`config.mk`:
```
export PLATFORM = sky130hd
export DESIGN_NAME = pie_entry
export DESIGN_NICKNAME = d
export VERILOG_FILES = /design/src/logic/pie_entry.v /design/src/logic/pie_edge_catch.v
export VERILOG_INCLUDE_DIRS = /design/src /design/src/logic
export SDC_FILE = /design/constraint.sdc
export NUM_CORES = 1
export LEC_CHECK = 0
export BUFFER_PORTS_ARGS = -buffer_cell sky130_fd_sc_hd__buf_2
export CAP_MARGIN = 20
export CORE_ASPECT_RATIO = 1.25
export CORE_MARGIN = 4
export CORE_UTILIZATION = 48
export DETAILED_ROUTE_END_ITERATION = 8
export PLACE_DENSITY = 0.77
export SLEW_MARGIN = 5
export SYNTH_ARGS = -nofsm -noshare
export SYNTH_HDL_FRONTEND = slang
export SYNTH_SLANG_ARGS = --single-unit
```
`constraint.sdc`:
```
create_clock -name clk -period 2.8 [get_ports clk]
set_input_delay 0.28 -clock clk [delete_from_list [all_inputs] [get_ports clk]]
set_output_delay 0.28 -clock clk [all_outputs]
set_load 0.03 [all_outputs]
```
`src/logic/pie_consts.vh`:
```
// Shared constants of the interrupt entry block: widths, field positions,
// reset values and bus timing.
// Assumes it is included by bare name from the design files only.
`ifndef PIE_CONSTS_VH
`define PIE_CONSTS_VH

// ----------------------------------------------------------------------
// Widths
// ----------------------------------------------------------------------
`define PIE_ADDR_W      16
`define PIE_DATA_W      8

// ----------------------------------------------------------------------
// Status register field positions
// ----------------------------------------------------------------------
`define PIE_MASK_BIT    2
`define PIE_MASK_SET    8'h04

// ----------------------------------------------------------------------
// Reset values
// ----------------------------------------------------------------------
`define PIE_ADDR_RST    16'h0000
`define PIE_DATA_RST    8'h00
`define PIE_LINE_IDLE   1'b1

// ----------------------------------------------------------------------
// Memory timing and address steps: read data is valid this many cycles after the strobe
// ----------------------------------------------------------------------
`define PIE_RD_LAT      1
`define PIE_SP_STEP     8'h01
`define PIE_VEC_STEP    16'h0001

`endif

```
`src/logic/pie_entry.v`:
```
// Interrupt entry sequencer of an 8-bit processor core.
// Assumes the core pulses insn_done at each instruction boundary, stays
// stalled while stall_q is high, and memory returns read data one cycle
// after mem_re_q.
//
// Notes on behaviour
// - A low level on the shared request line counts as a pending request.
// - A pending request is taken only at an instruction boundary.
// - On entry the program counter and status are written through the stack pointer.
// - The handler address is then read as low and high bytes from two fixed locations.
// - The fetched address is loaded into the program counter with no software help.
// - The level line interrupts only while the status mask flag is clear.
// - Accepting any interrupt sets the status mask flag.
// - The edge input holds at most one pending interrupt; falling transitions before it is serviced count as one.
// - The edge input is taken whatever the mask flag says.
`timescale 1ns/1ps
`default_nettype none
`include "pie_consts.vh"

module pie_entry #(
  parameter [15:0] LVL_VEC_ADDR  = 16'hFFF0,  // Level handler vector, low byte
  parameter [15:0] EDGE_VEC_ADDR = 16'hFFF2,  // Edge handler vector, low byte
  parameter [7:0]  STACK_PAGE    = 8'h01      // High address byte of the stack
) (
  input  wire        clk,            // System clock, 10 MHz
  input  wire        rst,            // Asynchronous reset, active high
  input  wire        lvl_req_n,      // Shared wired request line, active low
  input  wire        edge_req_n,     // Edge request line, active low
  input  wire        insn_done,      // Instruction boundary pulse from core
  input  wire [15:0] pc_in,          // Return address from core
  input  wire [7:0]  status_in,      // Status register from core
  input  wire [7:0]  sp_in,          // Stack pointer from core
  input  wire [7:0]  mem_rdata,      // Memory read data
  output reg  [15:0] mem_addr_q,     // Memory address
  output reg  [7:0]  mem_wdata_q,    // Memory write data
  output reg         mem_we_q,       // Memory write strobe
  output reg         mem_re_q,       // Memory read strobe
  output reg         stall_q,        // Core must hold while high
  output reg  [7:0]  status_q,       // Status with mask flag set
  output reg         status_load_q,  // Core loads status_q
  output reg  [7:0]  sp_q,           // Stack pointer after pushes
  output reg         sp_load_q,      // Core loads sp_q
  output reg  [15:0] pc_q,           // Handler address
  output reg         pc_load_q,      // Core loads pc_q and fetches there
  output reg         taken_q,        // Entry started
  output reg         taken_edge_q    // Entry was for the edge input
);

  // ----------------------------------------------------------------------
  // States
  // ----------------------------------------------------------------------
  localparam [6:0] S_IDLE = 7'h01;
  localparam [6:0] S_PCL  = 7'h02;
  localparam [6:0] S_PS   = 7'h04;
  localparam [6:0] S_VLO  = 7'h08;
  localparam [6:0] S_VHI  = 7'h10;
  localparam [6:0] S_CAPL = 7'h20;
  localparam [6:0] S_CAPH = 7'h40;

  reg  [6:0]  state_q, state_d;
  reg  [15:0] ret_pc_q, ret_pc_d;
  reg  [7:0]  ret_ps_q, ret_ps_d;
  reg  [7:0]  sp_wk_q, sp_wk_d;
  reg  [15:0] vec_q, vec_d;
  reg  [7:0]  vec_lo_q, vec_lo_d;
  reg  [15:0] mem_addr_d;
  reg  [7:0]  mem_wdata_d;
  reg         mem_we_d, mem_re_d, stall_d;
  reg  [7:0]  status_d;
  reg         status_load_d;
  reg  [7:0]  sp_d;
  reg         sp_load_d;
  reg  [15:0] pc_d;
  reg         pc_load_d;
  reg         taken_d, taken_edge_d;

  wire        edge_pend;
  wire        lvl_want;
  wire        boundary;
  wire        take_edge;
  wire        take_lvl;

  // ----------------------------------------------------------------------
  // Request qualification
  // ----------------------------------------------------------------------
  // Level request honoured only with the mask clear
  assign lvl_want  = ~lvl_req_n & ~status_in[`PIE_MASK_BIT];
  // Only between instructions and only while no entry is in flight
  assign boundary  = insn_done & state_q[0];
  // Edge wins a tie; it cannot be masked so it must not be starved
  assign take_edge = boundary & edge_pend;
  assign take_lvl  = boundary & ~edge_pend & lvl_want;

  pie_edge_catch u_edge (
    .clk    (clk),
    .rst    (rst),
    .req_n  (edge_req_n),
    .clr    (take_edge),
    .pend_q (edge_pend)
  );

  // ----------------------------------------------------------------------
  // Entry sequencer, next-state and next outputs
  // ----------------------------------------------------------------------
  // Strobes default to their idle values so each strobe drops one cycle after the last state that sets it (mem_we_q spans three cycles)
  always @* begin
    state_d       = state_q;
    ret_pc_d      = ret_pc_q;
    ret_ps_d      = ret_ps_q;
    sp_wk_d       = sp_wk_q;
    vec_d         = vec_q;
    vec_lo_d      = vec_lo_q;
    mem_addr_d    = mem_addr_q;
    mem_wdata_d   = mem_wdata_q;
    mem_we_d      = 1'b0;
    mem_re_d      = 1'b0;
    stall_d       = stall_q;
    status_d      = status_q;
    status_load_d = 1'b0;
    sp_d          = sp_q;
    sp_load_d     = 1'b0;
    pc_d          = pc_q;
    pc_load_d     = 1'b0;
    taken_d       = 1'b0;
    taken_edge_d  = 1'b0;
    case (state_q)
      S_IDLE: begin
        if (take_edge | take_lvl) begin
          ret_pc_d      = pc_in;
          ret_ps_d      = status_in;
          vec_d         = take_edge ? EDGE_VEC_ADDR : LVL_VEC_ADDR;
          // First push: PC high at the current stack slot
          mem_addr_d    = {STACK_PAGE, sp_in};
          mem_wdata_d   = pc_in[15:8];
          mem_we_d      = 1'b1;
          sp_wk_d       = sp_in - `PIE_SP_STEP;
          // Mask the level line so a held request is not taken twice
          status_d      = status_in | `PIE_MASK_SET;
          status_load_d = 1'b1;
          stall_d       = 1'b1;
          taken_d       = 1'b1;
          taken_edge_d  = take_edge;
          state_d       = S_PCL;
        end
      end
      S_PCL: begin
        mem_addr_d  = {STACK_PAGE, sp_wk_q};
        mem_wdata_d = ret_pc_q[7:0];
        mem_we_d    = 1'b1;
        sp_wk_d     = sp_wk_q - `PIE_SP_STEP;
        state_d     = S_PS;
      end
      S_PS: begin
        // Status pushed as it was before the mask was set
        mem_addr_d  = {STACK_PAGE, sp_wk_q};
        mem_wdata_d = ret_ps_q;
        mem_we_d    = 1'b1;
        sp_wk_d     = sp_wk_q - `PIE_SP_STEP;
        state_d     = S_VLO;
      end
      S_VLO: begin
        mem_addr_d  = vec_q;
        mem_re_d    = 1'b1;
        sp_d        = sp_wk_q;
        sp_load_d   = 1'b1;
        state_d     = S_VHI;
      end
      S_VHI: begin
        mem_addr_d  = vec_q + `PIE_VEC_STEP;
        mem_re_d    = 1'b1;
        state_d     = S_CAPL;
      end
      S_CAPL: begin
        // Low byte arrives one cycle after its strobe
        vec_lo_d    = mem_rdata;
        state_d     = S_CAPH;
      end
      S_CAPH: begin
        pc_d        = {mem_rdata, vec_lo_q};
        pc_load_d   = 1'b1;
        mem_addr_d  = {mem_rdata, vec_lo_q};
        stall_d     = 1'b0;
        state_d     = S_IDLE;
      end
      default: begin
        stall_d     = 1'b0;
        state_d     = S_IDLE;
      end
    endcase
  end

  // ----------------------------------------------------------------------
  // Registers
  // ----------------------------------------------------------------------
  // All outputs come straight from these flops
  always @(posedge clk or posedge rst) begin
    if (rst) begin
      state_q       <= S_IDLE;
      ret_pc_q      <= `PIE_ADDR_RST;
      ret_ps_q      <= `PIE_DATA_RST;
      sp_wk_q       <= `PIE_DATA_RST;
      vec_q         <= `PIE_ADDR_RST;
      vec_lo_q      <= `PIE_DATA_RST;
      mem_addr_q    <= `PIE_ADDR_RST;
      mem_wdata_q   <= `PIE_DATA_RST;
      mem_we_q      <= 1'b0;
      mem_re_q      <= 1'b0;
      stall_q       <= 1'b0;
      status_q      <= `PIE_DATA_RST;
      status_load_q <= 1'b0;
      sp_q          <= `PIE_DATA_RST;
      sp_load_q     <= 1'b0;
      pc_q          <= `PIE_ADDR_RST;
      pc_load_q     <= 1'b0;
      taken_q       <= 1'b0;
      taken_edge_q  <= 1'b0;
    end else begin
      state_q       <= state_d;
      ret_pc_q      <= ret_pc_d;
      ret_ps_q      <= ret_ps_d;
      sp_wk_q       <= sp_wk_d;
      vec_q         <= vec_d;
      vec_lo_q      <= vec_lo_d;
      mem_addr_q    <= mem_addr_d;
      mem_wdata_q   <= mem_wdata_d;
      mem_we_q      <= mem_we_d;
      mem_re_q      <= mem_re_d;
      stall_q       <= stall_d;
      status_q      <= status_d;
      status_load_q <= status_load_d;
      sp_q          <= sp_d;
      sp_load_q     <= sp_load_d;
      pc_q          <= pc_d;
      pc_load_q     <= pc_load_d;
      taken_q       <= taken_d;
      taken_edge_q  <= taken_edge_d;
    end
  end

endmodule // pie_entry
`default_nettype wire

```
`src/logic/pie_edge_catch.v`:
```
// Falling-edge catcher for the edge request input.
// Assumes the request pin is synchronous to clk and idles high.
`timescale 1ns/1ps
`default_nettype none
`include "pie_consts.vh"

module pie_edge_catch (
  input  wire clk,     // System clock
  input  wire rst,     // Asynchronous reset, active high
  input  wire req_n,   // Edge request line, active low
  input  wire clr,     // Pending request accepted
  output reg  pend_q   // One falling edge waiting for service
);

  // ----------------------------------------------------------------------
  // Edge detection
  // ----------------------------------------------------------------------
  reg  prev_q;
  wire fall;
  wire pend_d;

  // A held-low line yields no new edge until it has been high again
  assign fall   = prev_q & ~req_n;
  // Set beats clear so an edge landing on the accept cycle is kept
  assign pend_d = fall | (pend_q & ~clr);

  // Line history and pending flag
  always @(posedge clk or posedge rst) begin
    if (rst) begin
      prev_q <= `PIE_LINE_IDLE;
      pend_q <= 1'b0;
    end else begin
      prev_q <= req_n;
      pend_q <= pend_d;
    end
  end

endmodule // pie_edge_catch
`default_nettype wire

```
==> results of run 1 <==
worst max path at each step:
stage / end / start / slack (ns) / depth (start not counted)
2_1_floorplan: sp_wk_q[6] / state_q[1] / -0.13 / 12
6_report: sp_wk_q[6] / state_q[1] / 0.009 / 9
4_1_cts: sp_wk_q[6] / state_q[5] / 0.03 / 9
3_3_place_gp: sp_wk_q[6] / state_q[5] / 0.18 / 9
5_1_grt: sp_wk_q[6] / state_q[1] / -0.06 / 9
3_5_place_dp: sp_wk_q[6] / state_q[5] / 0.04 / 9
cell families (layout without fill, tap and decap cells):
group                    Yosys count  after routing  share of synthesized area (%)
flip-flops                        98             98                           54.1
multiplexers                       4              4                          0.910
adder cells (fa/ha/maj)            1              1                          0.276
buffers and inverters             45            157                           5.65
XOR/XNOR                           3              3                          0.579
AO/OA/AOI/OAI                     92             92                           15.5
AND/OR/NAND/NOR                  230            230                           22.9
flip-flops by register name, summed over array words and instances (netlist names), 7 cells and up:
register / cells
mem_addr_q: 16
mem_wdata_q: 8
pc_q: 16
ret_pc_q: 8
sp_q: 8
sp_wk_q: 8
state_q: 7
status_q: 8
vec_lo_q: 8
power groups by stage:
stage,combinational [W],sequential [W],clock [W]
2_1_floorplan,0.00126,0.00246,0
6_report,0.00212,0.00214,0.00133
5_1_grt,0.00232,0.00219,0.00140
4_1_cts,0.00211,0.00213,0.00134
3_3_place_gp,0.00204,0.00213,0
3_5_place_dp,0.00210,0.00215,0
critical path, cell delays in order (launching register included):
cell      delay (ns)
dfrtp_1         0.42
nor2b_4         0.16
o211ai_4        0.26
mux2i_2         0.28
ha_2            0.25
or3b_4          0.40
or3_4           0.37
o211ai_1        0.21
o31ai_1         0.11
a211o_1         0.23
metrics by stage:
step	setup TNS (ns)	power [W]	hold slack, ns
final	0	0.00558	0.0454
after detailed placement	0	0.00425	0.398
after CTS	0	0.00558	0.0379
after global routing	-0.0624	0.00591	0.0405
after floorplan	-0.125	0.00372	0.284
after global placement	0	0.00417	0.399
what timing repair did:
action	4_1_cts	5_1_grt
buffers inserted	0	4
hold buffers	0	0
setup endpoints to repair	0	1
gates resized for setup	0	6
final cells by class:
type                       count  area [sq um]
fill                         821          3630
sequential                    98          2450
multi-input combinational    330          1860
timing repair buffer         128           703
clock buffer                  11           243
tap                          123           154
clock inverter                 5          77.6
inverter                      13          53.8
layer usage:
layer / vias up / global-route usage, % / wire, microns
met5: - / 0 / 0
met4: 0 / 6.74 / 142
met3: 11 / 5.41 / 723
met2: 128 / 38.2 / 6020
met1: 1878 / 27.1 / 4720
li1: 1823 / - / -
cell usage after synthesis, types with 3 or more instances:
cell / count
a22o_1: 8
a221o_1: 7
dfrtp_1: 96
buf_4: 12
nor2_1: 17
nand4_1: 3
a211o_1: 3
a41oi_1: 3
a21oi_1: 17
o21ai_0: 23
or3_1: 6
buf_2: 9
nand3_1: 3
nand2_1: 159
o211ai_1: 3
mux2i_1: 3
nor3_1: 12
nor2b_1: 10
inv_1: 9
clkbuf_1: 6
a221oi_1: 3
buf_6: 4
==> summary.txt, run 1 <==
Outcome -> finished clean
Number of global-route vias before repair -> 3846
Setup crit start kind -> register
CTS tree -> built
Synth area leader -> dfrtp_1
Slack of the critical path -> 0.00866 ns
Synthesis-to-finish area growth -> 22.1%
Final Cycle Share -> 99.7%
Maximum vdd ir drop -> 445 uV
P_leak -> 2.81 nW
EDFF count, synth -> 0
Hold Path Sink -> u_edge.prev_q
Hold Crit Depth -> 1
Seq pwr share -> 38.3%
RSZ-0062 raised after global routing -> yes
First-pass GRT wire length -> 18900 microns
P_sw -> 0.00221 W
Post-route core utilization -> 60.4%
Post-synthesis sequential area ratio -> 54.1%
R2r setup slk -> 0.009 ns
Most frequent cells in the layout -> nand2_1, buf_2, dfrtp_1
Worst-skew pair later-pin latency -> 0.34 ns
Row cnt -> 39
Final Setup Violations -> 0
Via density -> 5.42
Fmax achieved -> 358 MHz
ANT cells -> 0
Reg clk slew, reported paths -> 0.07 ns
Arr. time, crit path -> 3.03 ns
R2R depth -> 9
Share of the synthesized area in the top cell type -> 53.0%
CP endpoint kind -> register
Final Max Slew Viols -> 0
First-pass detailed-route iteration total -> 5
1st-iter DRT viols -> 295
Combinational power share -> 37.9%
Hold wc startpoint -> edge_req_n
Launch point of the worst reg-to-reg path -> state_q[1]
Fin area -> 0.00554 sq mm
Die ar. -> 0.0111 sq mm
FF-to-FF End -> sp_wk_q[6]
# nets final -> 626
GPL Wtd Cong -> 0.882
Post-place setup slack -> 0.0356 ns
CTS Buf Count -> 9
IO Pins -> 109
Cell Area, Synth -> 0.00454 sq mm
Worst hold path type -> in -> reg
Total track usage -> 22.0%
Minimum clock period after layout -> 2.79 ns
Maxcap violations -> 0
GRT overflow -> 0
Syn Nets -> 519
Clock buffer depth -> 2
Crit Path Max Fanout -> 5
Relative slew margins -> 65.4%
Share of layout cells above drive strength 1 -> 29.1%
Die height -> 117 microns
Initial Util -> 49.5%
Die width -> 95.0 microns
Yosys cell types -> 64
Synth Flop Type -> dfrtp_1
Switching Fraction -> 39.6%
Post-Layout Cell Count -> 708
Worst slew pin tran -> 0.519 ns
Critical path required time -> 3.04 ns
Average size of a mapped cell -> 9.59 sq um
Placed cell area -> 0.00517 sq mm
H-tree level count -> 3
Root buffer cell -> clkbuf_16
Kind of critical path -> reg -> reg
I/O Buffers -> 108
Clock sinks -> 98
Largest net degree at the start of global routing -> 99
Power per cell area -> 1010 mW/mm^2
# DRC -> 0
Vias -> 3840
Dpl hpwl -> 8320 microns
Synth top area cells -> dfrtp_1, nand2_1, o21ai_0
FF+latch count, synth -> 98
Most common library cell in the layout ignoring fill and taps -> nand2_1
Clk_skew -> 0.00674 ns
Average wire per standard cell -> 16.4 microns
Placed cell count -> 688
Async S/R FF share, synth -> 100%
Post-DRT Antenna Nets -> 0
Cells after Synth -> 473
Endpoints failing hold -> 0
Core Area -> 0.00917 sq mm
Clock share of power -> 23.7%
Synthesis Warnings -> 0
Cell Int Power -> 0.00337 W
Routed wire length -> 11600 microns
Initial antenna violation count -> 0
No activity file was read; power rests on OpenSTA's default activity.
==> inputs of run 2 (changes only) <==
--- a/config.mk
+++ b/config.mk
@@ -10,9 +10,10 @@
 export CAP_MARGIN = 20
 export CORE_ASPECT_RATIO = 1.25
 export CORE_MARGIN = 4
-export CORE_UTILIZATION = 48
+export CORE_UTILIZATION = 50
+export CTS_BUF_LIST = sky130_fd_sc_hd__clkbuf_2 sky130_fd_sc_hd__clkbuf_4 sky130_fd_sc_hd__clkbuf_8
 export DETAILED_ROUTE_END_ITERATION = 8
-export PLACE_DENSITY = 0.77
+export PLACE_DENSITY = 0.79
 export SLEW_MARGIN = 5
 export SYNTH_ARGS = -nofsm -noshare
 export SYNTH_HDL_FRONTEND = slang
==> run 2 against run 1 <==
Net effect: sequential share of layout area rose by 0.67 points; clock skew rose by 0.0028 ns; routed wire length fell by 4.8%; combinational power barely moved; worst setup slack improved by 0.063 ns; flip-flop and latch count did not move; worst hold slack got worse by 0.019 ns; final area fell by 1.5%; fmax rose by 2.3%; global-route usage fell by 0.32 points; sequential power barely moved; die area fell by 3.7%; critical path type unchanged.
==> summary.txt, run 2 (synthesized netlist as in run 1, its figures left out) <==
Synthesis-to-finish area growth -> 20.3%
Number of global-route vias before repair -> 3715 (-3.4%)
Arr. time, crit path -> 2.98 ns (-0.05 ns)
Initial Util -> 51.9% (+2.4 points)
H-tree level count -> 3 (unchanged)
Maximum vdd ir drop -> 398 uV (-11%)
RSZ-0062 raised after global routing -> yes
Total track usage -> 21.7% (-0.32 points)
Hold_ws -> 0.0260 ns (-0.0195 ns)
Die width -> 93.2 microns (-1.8%)
Core Area -> 0.00875 sq mm (-4.6%)
Relative slew margins -> 48.4% (-17 points)
# DRC -> 0 (unchanged)
Setup crit start kind -> register
Fillers -> 804 (-2.1%)
Multi-input logic area -> 0.00185 sq mm (-0.13%)
ANT cells -> 0 (unchanged)
Clock buffer depth -> 2 (unchanged)
Endpoints failing hold -> 0 (unchanged)
Worst slew pin tran -> 0.772 ns (+0.253 ns)
Most frequent cells in the layout -> nand2_1, buf_2, dfrtp_1
R2R depth -> 9 (unchanged)
Family with the most delay on the worst path -> simple AND/OR/NAND/NOR gates
Final Max Slew Viols -> 0 (unchanged)
WP buf/inv -> 0 (unchanged)
Vias -> 3760 (-2.1%)
Reg clk slew, reported paths -> 0.09 ns (+0.02 ns)
CTS tree -> built
Clk_skew -> 0.00951 ns (+0.00277 ns)
Launch point of the worst reg-to-reg path -> state_q[1]
Average wire per standard cell -> 15.7 microns (-4.4%)
Power per cell area -> 977 mW/mm^2 (-3.0%)
Worst path slowest cell -> dfrtp_1
Kind of critical path -> reg -> reg
Outcome -> finished clean
Crit Path Max Fanout -> 6 (+1)
Worst path cell trace -> nor2b_4 -> o211ai_4 -> mux2i_2 -> ha_2 -> or3b_4 -> or3_4 -> o211ai_1 -> o31ai_1 -> a211o_1
Placed cell area -> 0.00516 sq mm (-0.22%)
Via density -> 5.33 (-1.7%)
CTS Buf Count -> 9 (unchanged)
CP endpoint kind -> register
I/O Buffers -> 108 (unchanged)
GPL Wtd Cong -> 0.871 (-1.3%)
Fmax achieved -> 366 MHz (+2.3%)
Worst-skew pair later-pin latency -> 0.36 ns (+0.02 ns)
Critical path required time -> 3.05 ns (about the same)
Hold Crit Depth -> 1 (unchanged)
Tot Pwr -> 0.00534 W (-4.5%)
1st-iter DRT viols -> 233 (-21%)
Post-route core utilization -> 62.4% (+2.0 points)
Final Cycle Share -> 97.5% (-2.2 points)
Worst hold path type -> in -> reg
Final Setup Violations -> 0 (unchanged)
Maxcap violations -> 0 (unchanged)
Die height -> 115 microns (-1.9%)
GRT overflow -> 0 (unchanged)
Die ar. -> 0.0107 sq mm (-3.7%)
Clock sinks -> 98 (unchanged)
First-pass detailed-route iteration total -> 5 (unchanged)
Root buffer cell -> clkbuf_8
Share of layout cells above drive strength 1 -> 29.1% (unchanged)
Post-Layout Cell Count -> 705 (-0.42%)
Routed wire length -> 11000 microns (-4.8%)
Largest registers -> mem_addr_q (16), pc_q (16)
Row cnt -> 38 (-2.6%)
# nets final -> 626 (unchanged)
Dpl hpwl -> 8160 microns (-1.9%)
First-pass GRT wire length -> 18300 microns (-3.1%)
Placed cell count -> 684 (-0.58%)
Most common library cell in the layout ignoring fill and taps -> nand2_1
IO Pins -> 109 (unchanged)
Largest net degree at the start of global routing -> 42 (-58%)
Register area -> 0.00245 sq mm (unchanged)
Fin area -> 0.00546 sq mm (-1.5%)
Post-DRT Antenna Nets -> 0 (unchanged)
Critical path depth -> 9 (unchanged)
CP peak stage delay -> 0.44 ns (+0.02 ns)
Crit path from -> state_q[1]
Hold wc startpoint -> edge_req_n
Minimum clock period after layout -> 2.73 ns (-0.0625 ns)
Initial antenna violation count -> 0 (unchanged)
P_leak -> 2.78 nW (-1.1%)
run 2: worst paths after layout:
path	to	slack (ns)
setup / recovery	sp_wk_q[6]	0.07
hold / removal	u_edge.prev_q	0.03
setup reg to reg	sp_wk_q[6]	0.07
hold reg to reg	sp_q[1]	0.47
max in group asynchronous	sp_load_q	1.98
min in group asynchronous	pc_q[14]	0.05
run 2: where the power goes:
| part | switching (W) | internal [W] | total (W) |
|---|---|---|---|
| registers | 0.000312 | 0.00182 | 0.00213 |
| clock network | 0.000461 | 0.000635 | 0.00110 |
| logic | 0.00136 | 0.000747 | 0.00210 |
| total | 0.00213 | 0.00320 | 0.00534 |
run 2: per-layer routing:
| metal | track usage [%] | part of all wire, % | vias up |
|---|---|---|---|
| met3 | 3.94 | 6.2 | 17 |
| met5 | 0 | 0 | - |
| li1 | - | - | 1823 |
| met2 | 36.0 | 50 | 117 |
| met1 | 28.2 | 41 | 1803 |
| met4 | 8.80 | 2.1 | 0 |
run 2: worst reg2reg max path, delay by kind of cell, from the launching register on:
family / cells / cell delay (ns)
and+or+nand+nor: 3 / 0.90
muxes: 1 / 0.29
adders and majority gates: 1 / 0.25
AOI/OAI and AO/OA: 4 / 0.76
DFF: 1 / 0.44
run 2: layout make-up:
class	count	share of cell area, %
Clock buffer	13	2.82
Clock inverter	3	1.65
Inverter	13	0.986
Multi-Input combinational cell	330	33.9
Sequential cell	98	45.0
Tap cell	120	2.75
Timing Repair Buffer	128	12.9
run 2: per-stage QoR:
step	setup WS (ns)	TNS [ns]
2_1_floorplan	-0.125	-0.125
3_3_place_gp	0.183	0
3_5_place_dp	0.0734	0
4_1_cts	0.0489	0
5_1_grt	-0.0359	-0.0359
6_report	0.0712	0
run 2: timing repair:
action / in CTS / in global routing
setup buffers: 0 / 5
endpoints found under the setup margin: 0 / 1
endpoints found under the hold margin: 0 / 0
gates resized for setup: 0 / 5
hold buffers: 0 / 0
